**config.mk**
```make
export PLATFORM = sky130hd
export DESIGN_NAME = sdc_drive_ctrl
export DESIGN_NICKNAME = d
export VERILOG_FILES = /design/src/rtl/sdc_pkg.sv /design/src/rtl/sdc_drive_ctrl.sv /design/src/rtl/sdc_sync.sv
export SDC_FILE = /design/constraint.sdc
export NUM_CORES = 1
export LEC_CHECK = 0
export BUFFER_PORTS_ARGS = -buffer_cell sky130_fd_sc_hd__buf_2
export CORE_MARGIN = 1.5
export CORE_UTILIZATION = 29
export DETAILED_ROUTE_END_ITERATION = 12
export PLACE_DENSITY = 0.55
export SYNTH_ARGS = -nofsm -noshare
export SYNTH_HDL_FRONTEND = slang
export SYNTH_SLANG_ARGS = --single-unit
```
**constraint.sdc**
```tcl
create_clock -name mclk -period 2.4 [get_ports mclk]
set_clock_uncertainty 0.2 [all_clocks]
set_input_delay 0.24 -clock mclk [delete_from_list [all_inputs] [get_ports mclk]]
set_output_delay 0.24 -clock mclk [all_outputs]
set_load 0.05 [all_outputs]
```
**src/rtl/sdc_pkg.sv**
```systemverilog
// Constants and types for the stepper drive control and readback block
// Operation
// - The readback select field of the driver configuration register picks the response layout.
// - Response bits 19..10 carry microstep position (%00), load value (%01) or load MSBs plus current level (%10).
// - Response bits 7..0 carry standstill, open load B/A, short B/A, overtemp warning, shutdown, load threshold.
// - The drive control register is decoded in one of two layouts chosen by the stepdir disable bit as it stood at the last drive control write.
// - With stepdir disabled, step and direction inputs are ignored and coil currents come from the register.
// - With stepdir enabled, motion comes from the step and direction inputs and the register configures them.
// - In direct mode bit 17 is the coil A current sign, 0 meaning out1 to out2.
// - In direct mode bit 8 is the coil B current sign, 0 meaning out1 to out2.
// - In direct mode bits 16..9 hold coil A magnitude and bits 7..0 coil B magnitude.
// - In step mode bit 9 enables interpolation, each step pulse becoming 16 microsteps.
// - In step mode bit 8 makes both step edges active instead of only the rising one.
// - Bits 19 and 18 of a write select the target register, both zero for drive control.
// - On the rising chip select edge only the last 20 bits shifted in are latched.
package sdc_pkg;
	localparam int          WORD_W        = 20;
	localparam logic [1:0]  ADDR_DRIVE_CTRL   = 2'h0;
	localparam logic [1:0]  ADDR_DRIVER_CONF  = 2'h3;
	localparam int          ADDR_HI           = 19;
	localparam int          ADDR_LO           = 18;
	localparam int          CONF_BIT17        = 17;
	localparam int          COIL_A_POL_BIT    = 17;
	localparam int          COIL_A_MAG_HI     = 16;
	localparam int          COIL_A_MAG_LO     = 9;
	localparam int          COIL_B_POL_BIT    = 8;
	localparam int          COIL_B_MAG_HI     = 7;
	localparam int          COIL_B_MAG_LO     = 0;
	localparam int          INTERP_BIT        = 9;
	localparam int          DOUBLE_EDGE_BIT   = 8;
	localparam int          RESOLUTION_HI     = 3;
	localparam int          RESOLUTION_LO     = 0;
	localparam int          STEPDIR_OFF_BIT   = 7;
	localparam int          READBACK_SEL_HI   = 5;
	localparam int          READBACK_SEL_LO   = 4;
	localparam int          RESP_UPPER_LO     = 10;
	localparam int          RESP_FLAGS_HI     = 7;
	localparam logic [1:0]  READBACK_POSITION = 2'h0;
	localparam logic [1:0]  READBACK_LOAD     = 2'h1;
	localparam logic [1:0]  READBACK_LOAD_CUR = 2'h2;
	localparam logic [19:0] DRIVE_CTRL_RST    = 20'h00000;
	localparam logic [19:0] DRIVER_CONF_RST   = 20'he0000;
	localparam int          INTERP_MULT       = 16;
	localparam logic [3:0]  RESOLUTION_MAX    = 4'h8;
	// Sub-step spacing in clock cycles; a whole burst fits between slow steps
	localparam int          SUBSTEP_CYC       = 8;
	typedef enum logic [1:0] {
		SDC_IDLE  = 2'b00,
		SDC_SHIFT = 2'b01,
		SDC_LATCH = 2'b11
	} sdc_state_e;
endpackage : sdc_pkg

```
**src/rtl/sdc_drive_ctrl.sv**
```systemverilog
// Drive control register, configuration decode, step handling and SPI response
`timescale 1ns/1ps
module sdc_drive_ctrl (
	input  wire logic       mclk,
	input  wire logic       rstn,
	input  wire logic       sck,
	input  wire logic       chip_select_n,
	input  wire logic       sdi,
	output logic            sdo,
	output logic            sdo_oe,
	input  wire logic       step_in,
	input  wire logic       dir_in,
	input  wire logic [9:0] microstep_position,
	input  wire logic [9:0] load_detect_value,
	input  wire logic [4:0] adaptive_current_level,
	input  wire logic       standstill_flag,
	input  wire logic       open_load_b_flag,
	input  wire logic       open_load_a_flag,
	input  wire logic       short_ground_b_flag,
	input  wire logic       short_ground_a_flag,
	input  wire logic       overtemp_warning_flag,
	input  wire logic       overtemp_shutdown_flag,
	input  wire logic       load_threshold_flag,
	output logic            stepdir_disable,
	output logic [1:0]      readback_select,
	output logic            coil_a_polarity,
	output logic [7:0]      coil_a_magnitude,
	output logic            coil_b_polarity,
	output logic [7:0]      coil_b_magnitude,
	output logic            step_interpolate_enable,
	output logic            double_edge_enable,
	output logic [3:0]      microstep_resolution,
	output logic [8:0]      microsteps_per_quarter,
	output logic            microstep_pulse,
	output logic            microstep_dir
);
	import sdc_pkg::*;

	logic [4:0] sync_q, sync_r, sync_f;
	sdc_sync #(.W(5)) u_sync (
		.mclk     (mclk),
		.rstn     (rstn),
		// Select enters inverted so its reset value matches an idle bus
		.async_in ({dir_in, step_in, sdi, ~chip_select_n, sck}),
		.sync_out (sync_q),
		.rise     (sync_r),
		.fall     (sync_f)
	);
	wire sck_rise = sync_r[0];
	wire sck_fall = sync_f[0];
	wire cs_rise  = sync_f[1];
	wire cs_fall  = sync_r[1];
	wire cs_low   = sync_q[1];
	wire sdi_q    = sync_q[2];
	wire step_r   = sync_r[3];
	wire step_f   = sync_f[3];
	wire dir_q    = sync_q[4];

	sdc_state_e        st_reg, st_next;
	logic [WORD_W-1:0] shin_reg, shin_next;
	logic [WORD_W-1:0] shout_reg, shout_next;
	logic [WORD_W-1:0] ctrl_reg, ctrl_next;
	logic [WORD_W-1:0] conf_reg, conf_next;
	logic              mode_reg, mode_next;
	logic [WORD_W-1:0] resp;

	always_comb begin
		resp = '0;
		unique case (conf_reg[READBACK_SEL_HI:READBACK_SEL_LO])
			READBACK_POSITION: resp[WORD_W-1:RESP_UPPER_LO] = microstep_position;
			READBACK_LOAD:     resp[WORD_W-1:RESP_UPPER_LO] = load_detect_value;
			READBACK_LOAD_CUR: resp[WORD_W-1:RESP_UPPER_LO] = {load_detect_value[9:5],
				adaptive_current_level};
			default:           resp[WORD_W-1:RESP_UPPER_LO] = '0;
		endcase
		resp[RESP_FLAGS_HI:0] = {standstill_flag, open_load_b_flag, open_load_a_flag,
			short_ground_b_flag,
			short_ground_a_flag, overtemp_warning_flag, overtemp_shutdown_flag,
			load_threshold_flag};
	end

	always_comb begin
		st_next    = st_reg;
		shin_next  = shin_reg;
		shout_next = shout_reg;
		ctrl_next  = ctrl_reg;
		conf_next  = conf_reg;
		mode_next  = mode_reg;
		unique case (st_reg)
			SDC_IDLE: begin
				if (cs_fall) begin
					st_next    = SDC_SHIFT;
					shout_next = resp;
					// A short frame never reuses bits of the previous one
					shin_next  = '0;
				end
			end
			SDC_SHIFT: begin
				// Extra leading bits fall off the top of the shift register
				if (sck_rise)
					shin_next = {shin_reg[WORD_W-2:0], sdi_q};
				if (sck_fall)
					shout_next = {shout_reg[WORD_W-2:0], 1'b0};
				if (cs_rise)
					st_next = SDC_LATCH;
			end
			SDC_LATCH: begin
				st_next = SDC_IDLE;
				if (shin_reg[ADDR_HI:ADDR_LO] == ADDR_DRIVE_CTRL) begin
					ctrl_next = shin_reg;
					mode_next = conf_reg[STEPDIR_OFF_BIT];
				end else if (shin_reg[ADDR_HI:ADDR_LO] == ADDR_DRIVER_CONF
						&& shin_reg[CONF_BIT17]) begin
					conf_next = shin_reg;
				end
			end
			default: st_next = SDC_IDLE;
		endcase
	end

	always_ff @(posedge mclk) begin
		if (!rstn) begin
			st_reg    <= SDC_IDLE;
			shin_reg  <= '0;
			shout_reg <= '0;
			ctrl_reg  <= DRIVE_CTRL_RST;
			conf_reg  <= DRIVER_CONF_RST;
			mode_reg  <= 1'b0;
		end else begin
			st_reg    <= st_next;
			shin_reg  <= shin_next;
			shout_reg <= shout_next;
			ctrl_reg  <= ctrl_next;
			conf_reg  <= conf_next;
			mode_reg  <= mode_next;
		end
	end

	assign sdo_oe          = cs_low;
	assign sdo             = shout_reg[WORD_W-1];
	assign stepdir_disable = conf_reg[STEPDIR_OFF_BIT];
	assign readback_select = conf_reg[READBACK_SEL_HI:READBACK_SEL_LO];

	// Decoded fields, zero in whichever layout is not active
	logic       pol_a_reg, pol_a_next;
	logic [7:0] mag_a_reg, mag_a_next;
	logic       pol_b_reg, pol_b_next;
	logic [7:0] mag_b_reg, mag_b_next;
	logic       interp_reg, interp_next;
	logic       dual_edge_reg, dual_edge_next;
	logic [3:0] resol_reg, resol_next;
	logic [8:0] quarter_reg, quarter_next;

	always_comb begin
		pol_a_next     = 1'b0;
		mag_a_next     = '0;
		pol_b_next     = 1'b0;
		mag_b_next     = '0;
		interp_next    = 1'b0;
		dual_edge_next = 1'b0;
		resol_next     = '0;
		quarter_next   = '0;
		if (mode_reg) begin
			pol_a_next = ctrl_reg[COIL_A_POL_BIT];
			mag_a_next = ctrl_reg[COIL_A_MAG_HI:COIL_A_MAG_LO];
			pol_b_next = ctrl_reg[COIL_B_POL_BIT];
			mag_b_next = ctrl_reg[COIL_B_MAG_HI:COIL_B_MAG_LO];
		end else begin
			interp_next    = ctrl_reg[INTERP_BIT];
			dual_edge_next = ctrl_reg[DOUBLE_EDGE_BIT];
			resol_next     = ctrl_reg[RESOLUTION_HI:RESOLUTION_LO];
			// Codes above eight are undefined; treated as full step
			if (ctrl_reg[RESOLUTION_HI:RESOLUTION_LO] <= RESOLUTION_MAX)
				quarter_next = 9'h100 >> ctrl_reg[RESOLUTION_HI:RESOLUTION_LO];
			else
				quarter_next = 9'h001;
		end
	end

	always_ff @(posedge mclk) begin
		if (!rstn) begin
			pol_a_reg     <= 1'b0;
			mag_a_reg     <= 8'h00;
			pol_b_reg     <= 1'b0;
			mag_b_reg     <= 8'h00;
			interp_reg    <= 1'b0;
			dual_edge_reg <= 1'b0;
			resol_reg     <= 4'h0;
			quarter_reg   <= 9'h000;
		end else begin
			pol_a_reg     <= pol_a_next;
			mag_a_reg     <= mag_a_next;
			pol_b_reg     <= pol_b_next;
			mag_b_reg     <= mag_b_next;
			interp_reg    <= interp_next;
			dual_edge_reg <= dual_edge_next;
			resol_reg     <= resol_next;
			quarter_reg   <= quarter_next;
		end
	end

	assign coil_a_polarity         = pol_a_reg;
	assign coil_a_magnitude        = mag_a_reg;
	assign coil_b_polarity         = pol_b_reg;
	assign coil_b_magnitude        = mag_b_reg;
	assign step_interpolate_enable = interp_reg;
	assign double_edge_enable      = dual_edge_reg;
	assign microstep_resolution    = resol_reg;
	assign microsteps_per_quarter  = quarter_reg;

	// Step edges and interpolation burst generator
	logic       step_evt;
	logic [4:0] burst_reg, burst_next;
	logic [7:0] gap_reg, gap_next;
	logic       pulse_reg, pulse_next;
	logic       pdir_reg, pdir_next;
	assign step_evt = ~mode_reg & (step_r | (ctrl_reg[DOUBLE_EDGE_BIT] & step_f));

	always_comb begin
		burst_next = burst_reg;
		gap_next   = gap_reg;
		pulse_next = 1'b0;
		pdir_next  = pdir_reg;
		if (step_evt) begin
			pulse_next = 1'b1;
			pdir_next  = dir_q;
			// A new step restarts any burst still running
			burst_next = ctrl_reg[INTERP_BIT] ? 5'(INTERP_MULT - 1) : 5'h00;
			gap_next   = 8'(SUBSTEP_CYC);
		end else if (burst_reg != 5'h00) begin
			if (gap_reg == 8'h01) begin
				pulse_next = 1'b1;
				burst_next = burst_reg - 5'h01;
				gap_next   = 8'(SUBSTEP_CYC);
			end else begin
				gap_next = gap_reg - 8'h01;
			end
		end
		// A switch to direct mode also drops a sub-step already due
		if (mode_reg) begin
			burst_next = 5'h00;
			pulse_next = 1'b0;
		end
	end

	always_ff @(posedge mclk) begin
		if (!rstn) begin
			burst_reg <= 5'h00;
			gap_reg   <= 8'h00;
			pulse_reg <= 1'b0;
			pdir_reg  <= 1'b0;
		end else begin
			burst_reg <= burst_next;
			gap_reg   <= gap_next;
			pulse_reg <= pulse_next;
			pdir_reg  <= pdir_next;
		end
	end

	assign microstep_pulse = pulse_reg;
	assign microstep_dir   = pdir_reg;
endmodule : sdc_drive_ctrl

```
**src/rtl/sdc_sync.sv**
```systemverilog
// Three-stage input synchroniser with agreement of the last two stages
`timescale 1ns/1ps
module sdc_sync #(
	parameter int W = 1
) (
	input  wire logic         mclk,
	input  wire logic         rstn,
	input  wire logic [W-1:0] async_in,
	output logic      [W-1:0] sync_out,
	output logic      [W-1:0] rise,
	output logic      [W-1:0] fall
);
	logic [W-1:0] s1_reg, s2_reg, s3_reg, st_reg;
	logic [W-1:0] s1_next, s2_next, s3_next, st_next;
	genvar i;
	generate
		for (i = 0; i < W; i++) begin : g_bit
			always_comb begin
				s1_next[i] = async_in[i];
				s2_next[i] = s1_reg[i];
				s3_next[i] = s2_reg[i];
				// Change counts only once stages two and three agree
				st_next[i] = (s2_reg[i] == s3_reg[i]) ? s3_reg[i] : st_reg[i];
			end
			assign rise[i] = st_next[i] & ~st_reg[i];
			assign fall[i] = ~st_next[i] & st_reg[i];
		end
	endgenerate
	always_ff @(posedge mclk) begin
		if (!rstn) begin
			s1_reg <= '0;
			s2_reg <= '0;
			s3_reg <= '0;
			st_reg <= '0;
		end else begin
			s1_reg <= s1_next;
			s2_reg <= s2_next;
			s3_reg <= s3_next;
			st_reg <= st_next;
		end
	end
	assign sync_out = st_reg;
endmodule : sdc_sync

```
# Word-level counts from Yosys, hierarchy flattened
# Index checks and enable logic that the tools add are counted.
# totals
output_inout_bits,40
reg_bits,137
# op_classes
n_mux,24
n_bitwise,20
n_eq_ne,15
order_cmp,1
add_sub_neg,2
n_reduce_logical,18
shifts,1
# op_table
op,n
20-bit two-way mux,4
20-bit case mux with 2 select lines,2
10-bit case mux with 3 select lines,1
5-bit two-way mux,3
4-bit two-way mux,3
1-bit NOT,11
3-bit AND reduction,3
9-bit by 4-bit right shift with 9-bit output (first input constant),1
1-bit bitwise AND,8
8-bit by 1-bit equality test with 1-bit output (second input constant),1
8-bit two-way mux,1
2-bit inequality test (second input constant),4
2-bit AND reduction,4
8-bit by 1-bit subtractor with 8-bit output (second input constant),1
1-bit two-way mux,7
2-bit equality test (second input constant),3
2-bit zero test,3
2-bit nonzero test,3
1-bit equality test,5
5-bit nonzero test,1
5-bit by 1-bit subtractor with 5-bit output (second input constant),1
2-bit by 1-bit equality test with 1-bit output (second input constant),2
4-bit less-or-equal comparator (second input constant),1
2-bit two-way mux,2
other kinds (5),6

# Logic depth before layout (Yosys ltp)
# Gate-level depths: netlist of the first run.
# depth
ltp_word,9
depth_mapped,7
mapped_depth_nobuf,6

# Cells and area by module
# From an unflattened synthesis of the first run, not the netlist that was laid out.
# hier_totals
cells_unflattened,529
area_unflattened_um2,4973.5
# modules_own_cells
module,area_per_inst_um2,cells_each,instances
sdc_drive_ctrl,4304.1,462,1
sdc_sync,669.4,67,1

# Worst setup path after synthesis of the first run
# Ideal clock, no wire load.
# synth_timing
kind,reg2reg
from,register burst_reg[0]
to,register burst_reg[1]
setup_time_ns,0.116
period_less_slack_ns,1.840
path_slack_ns,0.560
n_path_buf,1
arrival_ns,1.525
path_stages_with_launch,8
t_required_ns,2.084
cell_sequence,dfxtp_1 > inv_1 > ha_1 > or4b_4 > buf_6 > nand3_4 > mux2i_1 > a31o_1
# synth_between
elab_chain_len,4
# synth_lines
element,line,text
start: declaration,sdc_drive_ctrl.sv:213,"logic [4:0] burst_reg, burst_next;"
start signal: assignment,sdc_drive_ctrl.sv:253,burst_reg <= burst_next;
5-bit by 1-bit subtractor with 5-bit output,sdc_drive_ctrl.sv:233,burst_next = burst_reg - 5'h01;
5-bit two-way mux,sdc_drive_ctrl.sv:231,if (gap_reg == 8'h01) begin
5-bit two-way mux,sdc_drive_ctrl.sv:230,end else if (burst_reg != 5'h00) begin
5-bit two-way mux,sdc_drive_ctrl.sv:224,if (step_evt) begin
# Several ways; a longest one is shown, not always the timed one. The select of a mux whose other input is x is not followed.
# A chain may end at the register's enable or synchronous reset.

# Worst setup path in the final report of the first run
# Same ends and word-level chain as after synthesis.

==> impl_metrics.env, run 1 <==
export IMPL_drt_wirelength_per_cell_um=13.01
export IMPL_io_pin_count=80
export IMPL_crit_arrival_ps=2110
export IMPL_via_per_inst=4.759
export IMPL_wl_met3_um=694
export IMPL_dpl_instance_area_um2=5804
export IMPL_reg2regPathDepth=6
export IMPL_switching_share_pct=22.11
export IMPL_initial_core_util_pct=29.82
export IMPL_grt_overflow=0
export IMPL_dp_hpwl_um=7524
export IMPL_min_period_ps=1957
export IMPL_rsz0062_at_grt="false"
export IMPL_grt_start_max_net_pins=49
export IMPL_fmax_ghz=0.5109
export IMPL_hold_violations=0
export IMPL_multi_input_area_um2=2345
export IMPL_clkPwrFrac_pct=51.4
export IMPL_vias=4145
export IMPL_seq_area_um2=2643
export IMPL_timing_final_max_slew_violations=0
export IMPL_die_h_um=136.6
export IMPL_dr_pass1_iters=4
export IMPL_ys_top_cells_by_count="132 x dfxtp_1, 72 x nand2_1, 44 x a21boi_0"
export IMPL_cts_path_max_buffers=2
export IMPL_yosysMostFrequentCell="dfxtp_1"
export IMPL_peakVddDrop_v=0.0005171
export IMPL_leakage_nw=2.753
export IMPL_post_synth_top_area_cell="dfxtp_1"
export IMPL_die_area_um2=18660
export IMPL_ys_ff_latch=132
export IMPL_insertedDiodeCount=0
export IMPL_grt_use_total_pct=12.82
export IMPL_synth_cell_types=48
export IMPL_grt_pass1_wl_um=18840
export IMPL_worstPathMaxFanout=7
export IMPL_relSlewSlack_pct=51.05
export IMPL_cts_setup_buffers=0
export IMPL_cts_sinks=132
export IMPL_cts_htree_levels=4
export IMPL_final_nets=676
export IMPL_num_rows=48
export IMPL_antenna_found_initial=0
export IMPL_worstMarginPinSlew_ps=732.8
export IMPL_clock_latency_ps=420
export IMPL_setup_violations=0
export IMPL_crit_type="register to register"
export IMPL_cts_tree="built"
export IMPL_r2r_slack_ps=440
export IMPL_chipWidth_um=136.6
export IMPL_cts_root_buf="clkbuf_16"
export IMPL_drc=0
export IMPL_fillers=1748
export IMPL_hold_depth=4
export IMPL_status="finished clean"
export IMPL_drt_met1_wl_um=5393
export IMPL_area_growth_pct=25.94
export IMPL_p_comb_share_pct=3.5
export IMPL_synthArstFlopShare_pct=0
export IMPL_ant_nets=0
export IMPL_fin_area_um2=6518
export IMPL_power_switching_w=0.001091
export IMPL_seqPwrFrac_pct=45.1
export IMPL_netlist_instances=548
export IMPL_ys_warn_count=0
export IMPL_wl_met2_um=5134
export IMPL_min_path_type="input pin to register"
export IMPL_final_util_pct=37.55
export IMPL_p_int_w=0.003845
export IMPL_port_buffers=79
export IMPL_drive_gt1_share_pct=20.90
export IMPL_max_cap_violations=0
export IMPL_syn_area_per_cell_um2=9.443
export IMPL_routabilityCongestion=0.7448
export IMPL_required_ps=2550
export IMPL_synth_edff_count=0
export IMPL_synth_area_um2=5175
export IMPL_power_density_nw_per_um2=757.4
export IMPL_finalCritPeriodShare_pct=81.56
export IMPL_wl_um=11340
export IMPL_core_area_um2=17360
export IMPL_endpoint_kind="register"
export IMPL_synth_area_leaders="dfxtp_1 51%, a21boi_0 6.4%, nand2_1 5.2%"
export IMPL_syn_nets=591
export IMPL_fin_tns_setup_ps=0
export IMPL_synth_seq_area_share_pct=51.06
export IMPL_clk_pin_slew_worst_paths_ps=60
export IMPL_cts_buffers=17
export IMPL_synth_ff_type="dfxtp_1"
export IMPL_critPathLaunchType="register"
export IMPL_synthDominantCellAreaShare_pct=51.06
export IMPL_grt_pass1_vias=3869
export IMPL_drtIter0Drc=159
export IMPL_routed_top_layer="met4"
[critical path, cell delays in order, from the launching register on]
cell and delay [ps]:
dfxtp_1 300, inv_1 80, ha_1 200, or4b_4 540, nand3_4 160, mux2i_1 230, a31o_1 180
[layer usage]
layer | track usage (%) | vias up
met1 | 16.27 | 1927
li1 | - | 2098
met4 | 4.787 | 0
met2 | 20.04 | 115
met3 | 4.407 | 5
met5 | 0 | -
[metrics by stage]
step                      std cells  hold WS (ps)  total power (W)  setup WS (ps)
after CTS                       871         12.64         0.005002          417.4
after global placement          826         205.0         0.002428          490.9
final                           871         22.64         0.004937          442.5
after global routing            871         64.72         0.005127          247.6
after floorplan                 548         111.6         0.002371          559.6
after detailed placement        826         206.5         0.002432          488.8
[final timing paths]
| path | from | to |
|---|---|---|
| max | burst_reg[0]$_SDFFE_PP0P_ | burst_reg[1]$_SDFFE_PP0P_ |
| max reg2reg | burst_reg[0]$_SDFFE_PP0P_ | burst_reg[1]$_SDFFE_PP0P_ |
| min | load_detect_value[8] | shout_reg[18]$_SDFFE_PN0P_ |
| min reg2reg | u_sync.s1_reg[3]$_SDFF_PN0_ | u_sync.s2_reg[3]$_SDFF_PN0_ |
[kinds of logic after synthesis]
logic type	share of synthesized area, %
adder cells (fa/ha/maj)	0.7254
XOR/XNOR	1.354
flip-flops	51.06
AO/OA/AOI/OAI	16.18
AND/OR/NAND/NOR	24.15
multiplexers	2.901
buffers and inverters	3.627
[power by group through the flow]
stage	clock, W	sequential (W)	combinational (W)
global route	0.00271	0.00223	0.000192
finish	0.00254	0.00223	0.000173
detailed placement	0	0.00227	0.000159
CTS	0.00260	0.00223	0.000175
floorplan	0	0.00227	0.0000961
global placement	0	0.00227	0.000155
[repair_timing]
item,in CTS,in global routing
endpoints found under the hold margin,13,0
hold buffers,13,0
gates resized for setup,0,0
[placed cells by master, fill, tap and decap left out, types with 12 or more instances in the layout]
| cell type | synthesis | layout |
|---|---|---|
| mux2i_1 | 15 | 15 |
| nor2_1 | 30 | 30 |
| nand2_1 | 72 | 72 |
| o22ai_1 | 20 | 20 |
| buf_4 | 0 | 13 |
| a21o_1 | 12 | 12 |
| a21boi_0 | 44 | 44 |
| nand4_1 | 12 | 12 |
| and2_1 | 21 | 21 |
| dfxtp_1 | 132 | 132 |
| nand4b_1 | 21 | 21 |
| dlygate4sd3_1 | 0 | 13 |
| buf_2 | 6 | 79 |
| and3_1 | 18 | 18 |
| o21ai_0 | 30 | 30 |
| clkbuf_16 | 0 | 17 |
[area by class of cell]
cell class / count / share of cell area [%]
flip-flops and latches: 132 / 40.55
inverters: 6 / 0.3456
multi-input cells: 370 / 35.98
repair buffers: 106 / 9.868
clock buffers: 19 / 6.642
clock inverters: 13 / 2.304
well taps: 225 / 4.319
No activity file was read; power rests on OpenSTA's default activity.
==> run 2, diff against run 1 <==
ABC_AREA = 1   (was unset)
clock period = 2 ns   (was 2.4 ns; I/O delays follow)
==> run 2 against run 1 <==
Against the previous run: the flow now finishes with violations (negative hold slack); final cell count rose by 12%; critical endpoint is now gap_reg[0]$_SDFFE_PP0P_; sequential cell count did not move; total power rose by 22%; first-iteration DRC count fell by 3.1%; register-to-register slack got worse by 160 ps; hold slack got worse by 23 ps; count of clock-buffer cells in the layout fell by 2; combinational power rose by 47%; wire length fell by 8.4%; design area fell by 1.6%; highest routed layer unchanged; sequential power rose by 21%; clock power rose by 21%.
==> impl_metrics.env, run 2 <==
export IMPL_hold_slack_ps=-0.04702
export IMPL_io_pin_count=80
export IMPL_power_density_nw_per_um2=936.9
export IMPL_hold_violations=1
export IMPL_netlist_instances=637
export IMPL_cts_resized=0
export IMPL_vias=4136
export IMPL_cts_path_max_buffers=2
export IMPL_post_synth_top_area_cell="dfxtp_1"
export IMPL_cts_htree_levels=4
export IMPL_grt_use_total_pct=12.29
export IMPL_grt_overflow=0
export IMPL_required_ps=2130
export IMPL_cts_hold_buf=21
export IMPL_initial_core_util_pct=29.45
export IMPL_wl_um=10380
export IMPL_grt_start_max_net_pins=39
export IMPL_antenna_found_initial=0
export IMPL_peakVddDrop_v=0.0005664
export IMPL_max_cap_violations=0
export IMPL_port_buffers=79
export IMPL_p_comb_share_pct=4.2
export IMPL_cts_setup_buffers=0
export IMPL_num_rows=48
export IMPL_ys_ff_latch=132
export IMPL_grt_pass1_wl_um=17640
export IMPL_fmax_ghz=0.5818
export IMPL_synthDominantCellAreaShare_pct=52.24
export IMPL_synth_seq_area_share_pct=52.24
export IMPL_clk_pin_slew_worst_paths_ps=60
export IMPL_chipWidth_um=135.1
export IMPL_timing_final_max_slew_violations=0
export IMPL_yosysMostFrequentCell="dfxtp_1"
export IMPL_die_h_um=135.1
export IMPL_cts_sinks=132
export IMPL_cts_tree="built"
export IMPL_clock_latency_ps=420
export IMPL_syn_nets=680
export IMPL_ys_warn_count=0
export IMPL_ant_nets=0
export IMPL_min_period_ps=1719
export IMPL_relSlewSlack_pct=65.41
export IMPL_min_path_type="input pin to register"
export IMPL_switching_share_pct=24.29
export IMPL_busiest_layer="met2"
export IMPL_dr_pass1_iters=4
export IMPL_final_common_cell="dfxtp_1"
export IMPL_synth_area_um2=5059
export IMPL_routabilityCongestion=0.8138
export IMPL_setup_violations=0
export IMPL_seqPwrFrac_pct=44.7
export IMPL_critPathLaunchType="register"
export IMPL_crit_type="register to register"
export IMPL_use_met1_pct=16.24
export IMPL_synthArstFlopShare_pct=0
export IMPL_core_area_um2=17180
export IMPL_via_per_inst=4.242
export IMPL_fin_tns_setup_ps=0
export IMPL_die_area_um2=18250
export IMPL_fin_total_pwr_w=0.006008
export IMPL_insertedDiodeCount=0
export IMPL_synth_cell_types=32
export IMPL_crit_arrival_ps=1850
export IMPL_cts_buffers=17
export IMPL_rsz0062_at_grt="false"
export IMPL_cts_root_buf="clkbuf_16"
export IMPL_clkPwrFrac_pct=51.0
export IMPL_final_cell_mix="132 x dfxtp_1, 122 x nand2_1, 87 x inv_1"
export IMPL_ys_top_cells_by_count="132 x dfxtp_1, 122 x nand2_1, 87 x inv_1"
export IMPL_finalCritPeriodShare_pct=85.94
export IMPL_synth_edff_count=0
export IMPL_endpoint_kind="register"
export IMPL_drt_wirelength_per_cell_um=10.65
export IMPL_use_met2_pct=18.23
export IMPL_synth_ff_type="dfxtp_1"
export IMPL_met3_usage_pct=3.979
export IMPL_syn_area_per_cell_um2=7.941
export IMPL_p_int_w=0.004549
export IMPL_leakage_nw=2.757
export IMPL_grt_pass1_vias=3736
export IMPL_power_switching_w=0.001459
export IMPL_final_nets=780
export IMPL_drtIter0Drc=154
export IMPL_status="finished with violations"
export IMPL_worstMarginPinSlew_ps=517.0
export IMPL_violations="negative hold slack"
export IMPL_dp_hpwl_um=6934
export IMPL_worstPathMaxFanout=10
export IMPL_drc=0
export IMPL_synth_area_leaders="dfxtp_1 52%, nand2_1 9.1%, inv_1 6.5%"
export IMPL_area_growth_pct=26.76
export IMPL_drive_gt1_share_pct=18.80
[run 2: changes by cell type in the layout (fill, tap and decap cells not counted), moves of 13 or more]
| cell | previous run | this run |
|---|---|---|
| inv_1 | 5 | 87 |
| nand2_1 | 72 | 122 |
| a21boi_0 | 44 | 1 |
| a21oi_1 | 3 | 45 |
| nor2_1 | 30 | 72 |
| and2_1 | 21 | 0 |
| nand4b_1 | 21 | 0 |
| a22oi_1 | 0 | 20 |
| nand3_1 | 3 | 23 |
| o22ai_1 | 20 | 0 |
| and3_1 | 18 | 0 |
| o21ai_1 | 0 | 16 |
| mux2i_1 | 15 | 0 |
| o21ai_0 | 30 | 43 |
[run 2: layout make-up]
type | count | area, µm²
fill | 1808 | 10760
sequential | 132 | 2643
inverter | 91 | 341.6
tap | 225 | 281.5
timing repair buffer | 109 | 685.7
clock inverter | 15 | 158.9
clock buffer | 17 | 425.4
multi-input combinational | 386 | 1877
[run 2: per-stage QoR]
stage	area, µm²	hold WS (ps)	utilization [%]	instances	worst slack, ps
2_1_floorplan	5059	72.38	-	637	278.9
3_5_place_dp	5618	187.1	32.71	922	302.8
3_3_place_gp	5618	184.3	32.71	922	290.0
4_1_cts	6412	1.318	37.33	975	264.4
5_1_grt	6412	34.50	37.33	975	104.2
6_report	6412	-0.04702	37.33	975	281.2
[run 2: power by group through the flow]
| stage | Clock (W) | Combinational, W | Sequential (W) |
|---|---|---|---|
| 6_report | 0.00307 | 0.000255 | 0.00269 |
| 3_5_place_dp | 0 | 0.000227 | 0.00275 |
| 3_3_place_gp | 0 | 0.000227 | 0.00275 |
| 5_1_grt | 0.00329 | 0.000292 | 0.00269 |
| 2_1_floorplan | 0 | 0.000150 | 0.00275 |
| 4_1_cts | 0.00315 | 0.000259 | 0.00269 |
[run 2: cells by family (layout without fill, tap and decap cells)]
| kind of cell | after synthesis | in the layout | synth area share, % |
|---|---|---|---|
| xor gates and xnor gates | 1 | 1 | 0.1732 |
| buffers and inverters | 119 | 232 | 10.66 |
| AOI/OAI and AO/OA | 131 | 131 | 14.64 |
| DFF | 132 | 132 | 52.24 |
| and+or+nand+nor | 251 | 251 | 21.54 |
| adders and majority gates | 3 | 3 | 0.7421 |
[run 2: worst paths after layout]
| kind | from | cells past startpoint | end | slack, ps |
|---|---|---|---|---|
| worst min register to register | u_sync.s1_reg[0]$_SDFF_PN0_ | 2 | u_sync.s2_reg[0]$_SDFF_PN0_ | 210 |
| worst max register to register | u_sync.s2_reg[3]$_SDFF_PN0_ | 8 | gap_reg[0]$_SDFFE_PP0P_ | 280 |
| worst max-delay path | u_sync.s2_reg[3]$_SDFF_PN0_ | 8 | gap_reg[0]$_SDFFE_PP0P_ | 280 |
| worst min-delay path | standstill_flag | 5 | shout_reg[7]$_SDFFE_PN0P_ | -0.05 |
[run 2: worst max-delay path, cell delays in order (launching register included)]
cell and delay [ps]:
dfxtp_1 360, nand2_1 80, nand3_1 70, nand2_1 100, nand2_1 280, nand2_1 170, inv_1 100, nand2_1 120
a21oi_1 160
[run 2: metal layers]
layer,wire (µm),vias to the layer above,share of wire (%)
met5,0,-,0
met3,542,6,5.2
met1,5368,1805,52
li1,-,2233,-
met4,96,0,0.92
met2,4375,92,42
==> run 3, diff against run 2 <==
==> constraint.sdc (replaced) <==
create_clock -name mclk -period 2 [get_ports mclk]
set_clock_uncertainty 0.2 [all_clocks]
set_input_delay 0 -clock mclk [delete_from_list [all_inputs] [get_ports mclk]]
set_output_delay 0 -clock mclk [all_outputs]
set_load 0.05 [all_outputs]
==> run 3 against run 2 <==
Against the previous run: the run now ends clean; maximum frequency increased by 0.83%; first-iteration DRC count increased by 11%; sequential share of layout area shrank 1.6 points; core utilization rose by 1.5 points; via count up 2.8%; register-to-register slack is essentially flat; worst setup slack better by 14 ps; critical endpoint is now gap_reg[3]$_SDFFE_PN0P_.
==> impl_metrics.env, run 3 (synthesized netlist as in run 2, its figures left out) <==
export IMPL_status="finished clean"
export IMPL_initial_core_util_pct=29.45
export IMPL_dpl_instance_area_um2=5618
export IMPL_grt_pass1_vias=3956
export IMPL_drtIter0Drc=171
export IMPL_cts_tree="built"
export IMPL_dr_pass1_iters=4
export IMPL_fmax_ghz=0.5866
export IMPL_multi_input_area_um2=1877
export IMPL_seq_area_um2=2643
export IMPL_final_cell_mix="132 x dfxtp_1, 122 x nand2_1, 87 x inv_1"
export IMPL_via_per_inst=4.259
export IMPL_port_buffers=79
export IMPL_chipWidth_um=135.1
export IMPL_grt_start_max_net_pins=39
export IMPL_fillers=1801
export IMPL_area_growth_pct=31.88
export IMPL_crit_type="register to register"
export IMPL_crit_arrival_ps=1800
export IMPL_reg2regPathDepth=7
export IMPL_power_density_nw_per_um2=922.5
export IMPL_timing_final_max_slew_violations=0
export IMPL_required_ps=2090
export IMPL_grt_use_total_pct=12.58
export IMPL_die_area_um2=18250
export IMPL_ant_nets=0
export IMPL_drive_gt1_share_pct=18.24
export IMPL_vias=4250
export IMPL_finalCritPeriodShare_pct=85.24
export IMPL_dp_hpwl_um=6941
export IMPL_routabilityCongestion=0.7674
export IMPL_cpMaxStageDelayCell="dfxtp_1"
export IMPL_leakage_nw=2.868
export IMPL_cts_path_max_buffers=2
export IMPL_wl_um=10750
export IMPL_die_h_um=135.1
export IMPL_worstPathMaxFanout=9
export IMPL_cts_buffers=17
export IMPL_cts_setup_buffers=0
export IMPL_final_nets=803
export IMPL_cts_resized=0
export IMPL_min_path_type="input pin to register"
export IMPL_hold_violations=0
export IMPL_cts_root_buf="clkbuf_16"
export IMPL_path_buf_inv=1
export IMPL_peakVddDrop_v=0.0006050
export IMPL_hold_depth=4
export IMPL_clk_pin_slew_worst_paths_ps=60
export IMPL_fin_tns_setup_ps=0
export IMPL_final_util_pct=38.84
export IMPL_max_cap_violations=0
export IMPL_relSlewSlack_pct=64.26
export IMPL_worstMarginPinSlew_ps=534.1
export IMPL_rsz0062_at_grt="false"
export IMPL_core_area_um2=17180
export IMPL_cts_sinks=132
export IMPL_cp_top_family="simple AND/OR/NAND/NOR gates"
export IMPL_insertedDiodeCount=0
export IMPL_finalNonFillerCells=998
export IMPL_max_stage_delay_ps=310
export IMPL_num_rows=48
export IMPL_setup_violations=0
export IMPL_endpoint_kind="register"
export IMPL_critPathLaunchType="register"
export IMPL_clock_latency_ps=410
export IMPL_antenna_found_initial=0
export IMPL_min_period_ps=1705
export IMPL_drc=0
export IMPL_io_pin_count=80
export IMPL_hold_slack_ps=184.0
export IMPL_fin_area_um2=6671
export IMPL_drt_wirelength_per_cell_um=10.77
export IMPL_path_cells="inv_1, ha_1, nand3_4, nand2_2, nand2_4, nor3_1, nor2_1"
export IMPL_grt_pass1_wl_um=18250
export IMPL_cts_htree_levels=4
export IMPL_worst_path_stages=7
export IMPL_grt_overflow=0
export IMPL_final_common_cell="dfxtp_1"
export IMPL_placedCellCount=922
[run 3: metrics by stage]
| stage | setup WS [ps] | power, W |
|---|---|---|
| 4_1_cts | 264.2 | 0.006244 |
| 5_1_grt | 132.9 | 0.006395 |
| 2_1_floorplan | 278.9 | 0.002896 |
| 3_5_place_dp | 295.1 | 0.002975 |
| 6_report | 295.3 | 0.006154 |
| 3_3_place_gp | 312.5 | 0.002976 |
[run 3: timing repair]
action,CTS,global route
hold buffers,44,0
hold endpoints to repair,63,0
endpoints found under the setup margin,0,0
[run 3: final cells by class]
class	instances	share of cell area, %
well taps	225	4.220
multi-input cells	386	28.13
clock inverters	13	2.401
inverters	91	5.120
flip-flops and latches	132	39.61
clock buffers	19	6.789
repair buffers	132	13.73
[run 3: power by group]
part / internal [W] / switching (W)
logic: 0.000146 / 0.000148
registers: 0.00267 / 0.0000221
clock network: 0.00195 / 0.00123
total: 0.00476 / 0.00140
[run 3: layer usage]
layer  global-route usage (%)  up-vias  part of all wire [%]
met4                    5.376        0                   1.5
li1                         -     2269                     -
met1                    15.97     1871                    50
met5                        0        -                     0
met2                    19.91       97                    43
met3                    3.679       13                   5.2
[run 3: final timing paths]
kind                               startpoint                           to  slack [ps]
hold / removal            load_threshold_flag    shout_reg[0]$_SDFFE_PN0P_         180
hold reg to reg   u_sync.s1_reg[1]$_SDFF_PN0_  u_sync.s2_reg[1]$_SDFF_PN0_         210
setup reg to reg    burst_reg[0]$_SDFFE_PP0P_      gap_reg[3]$_SDFFE_PN0P_         300
setup / recovery    burst_reg[0]$_SDFFE_PP0P_      gap_reg[3]$_SDFFE_PN0P_         300
[run 3: tightest hold or removal path, delay by kind of cell]
kind | cells | cell delay [ps]
buf+inv | 2 | 620
simple gates | 1 | 90
compound gates | 1 | 50
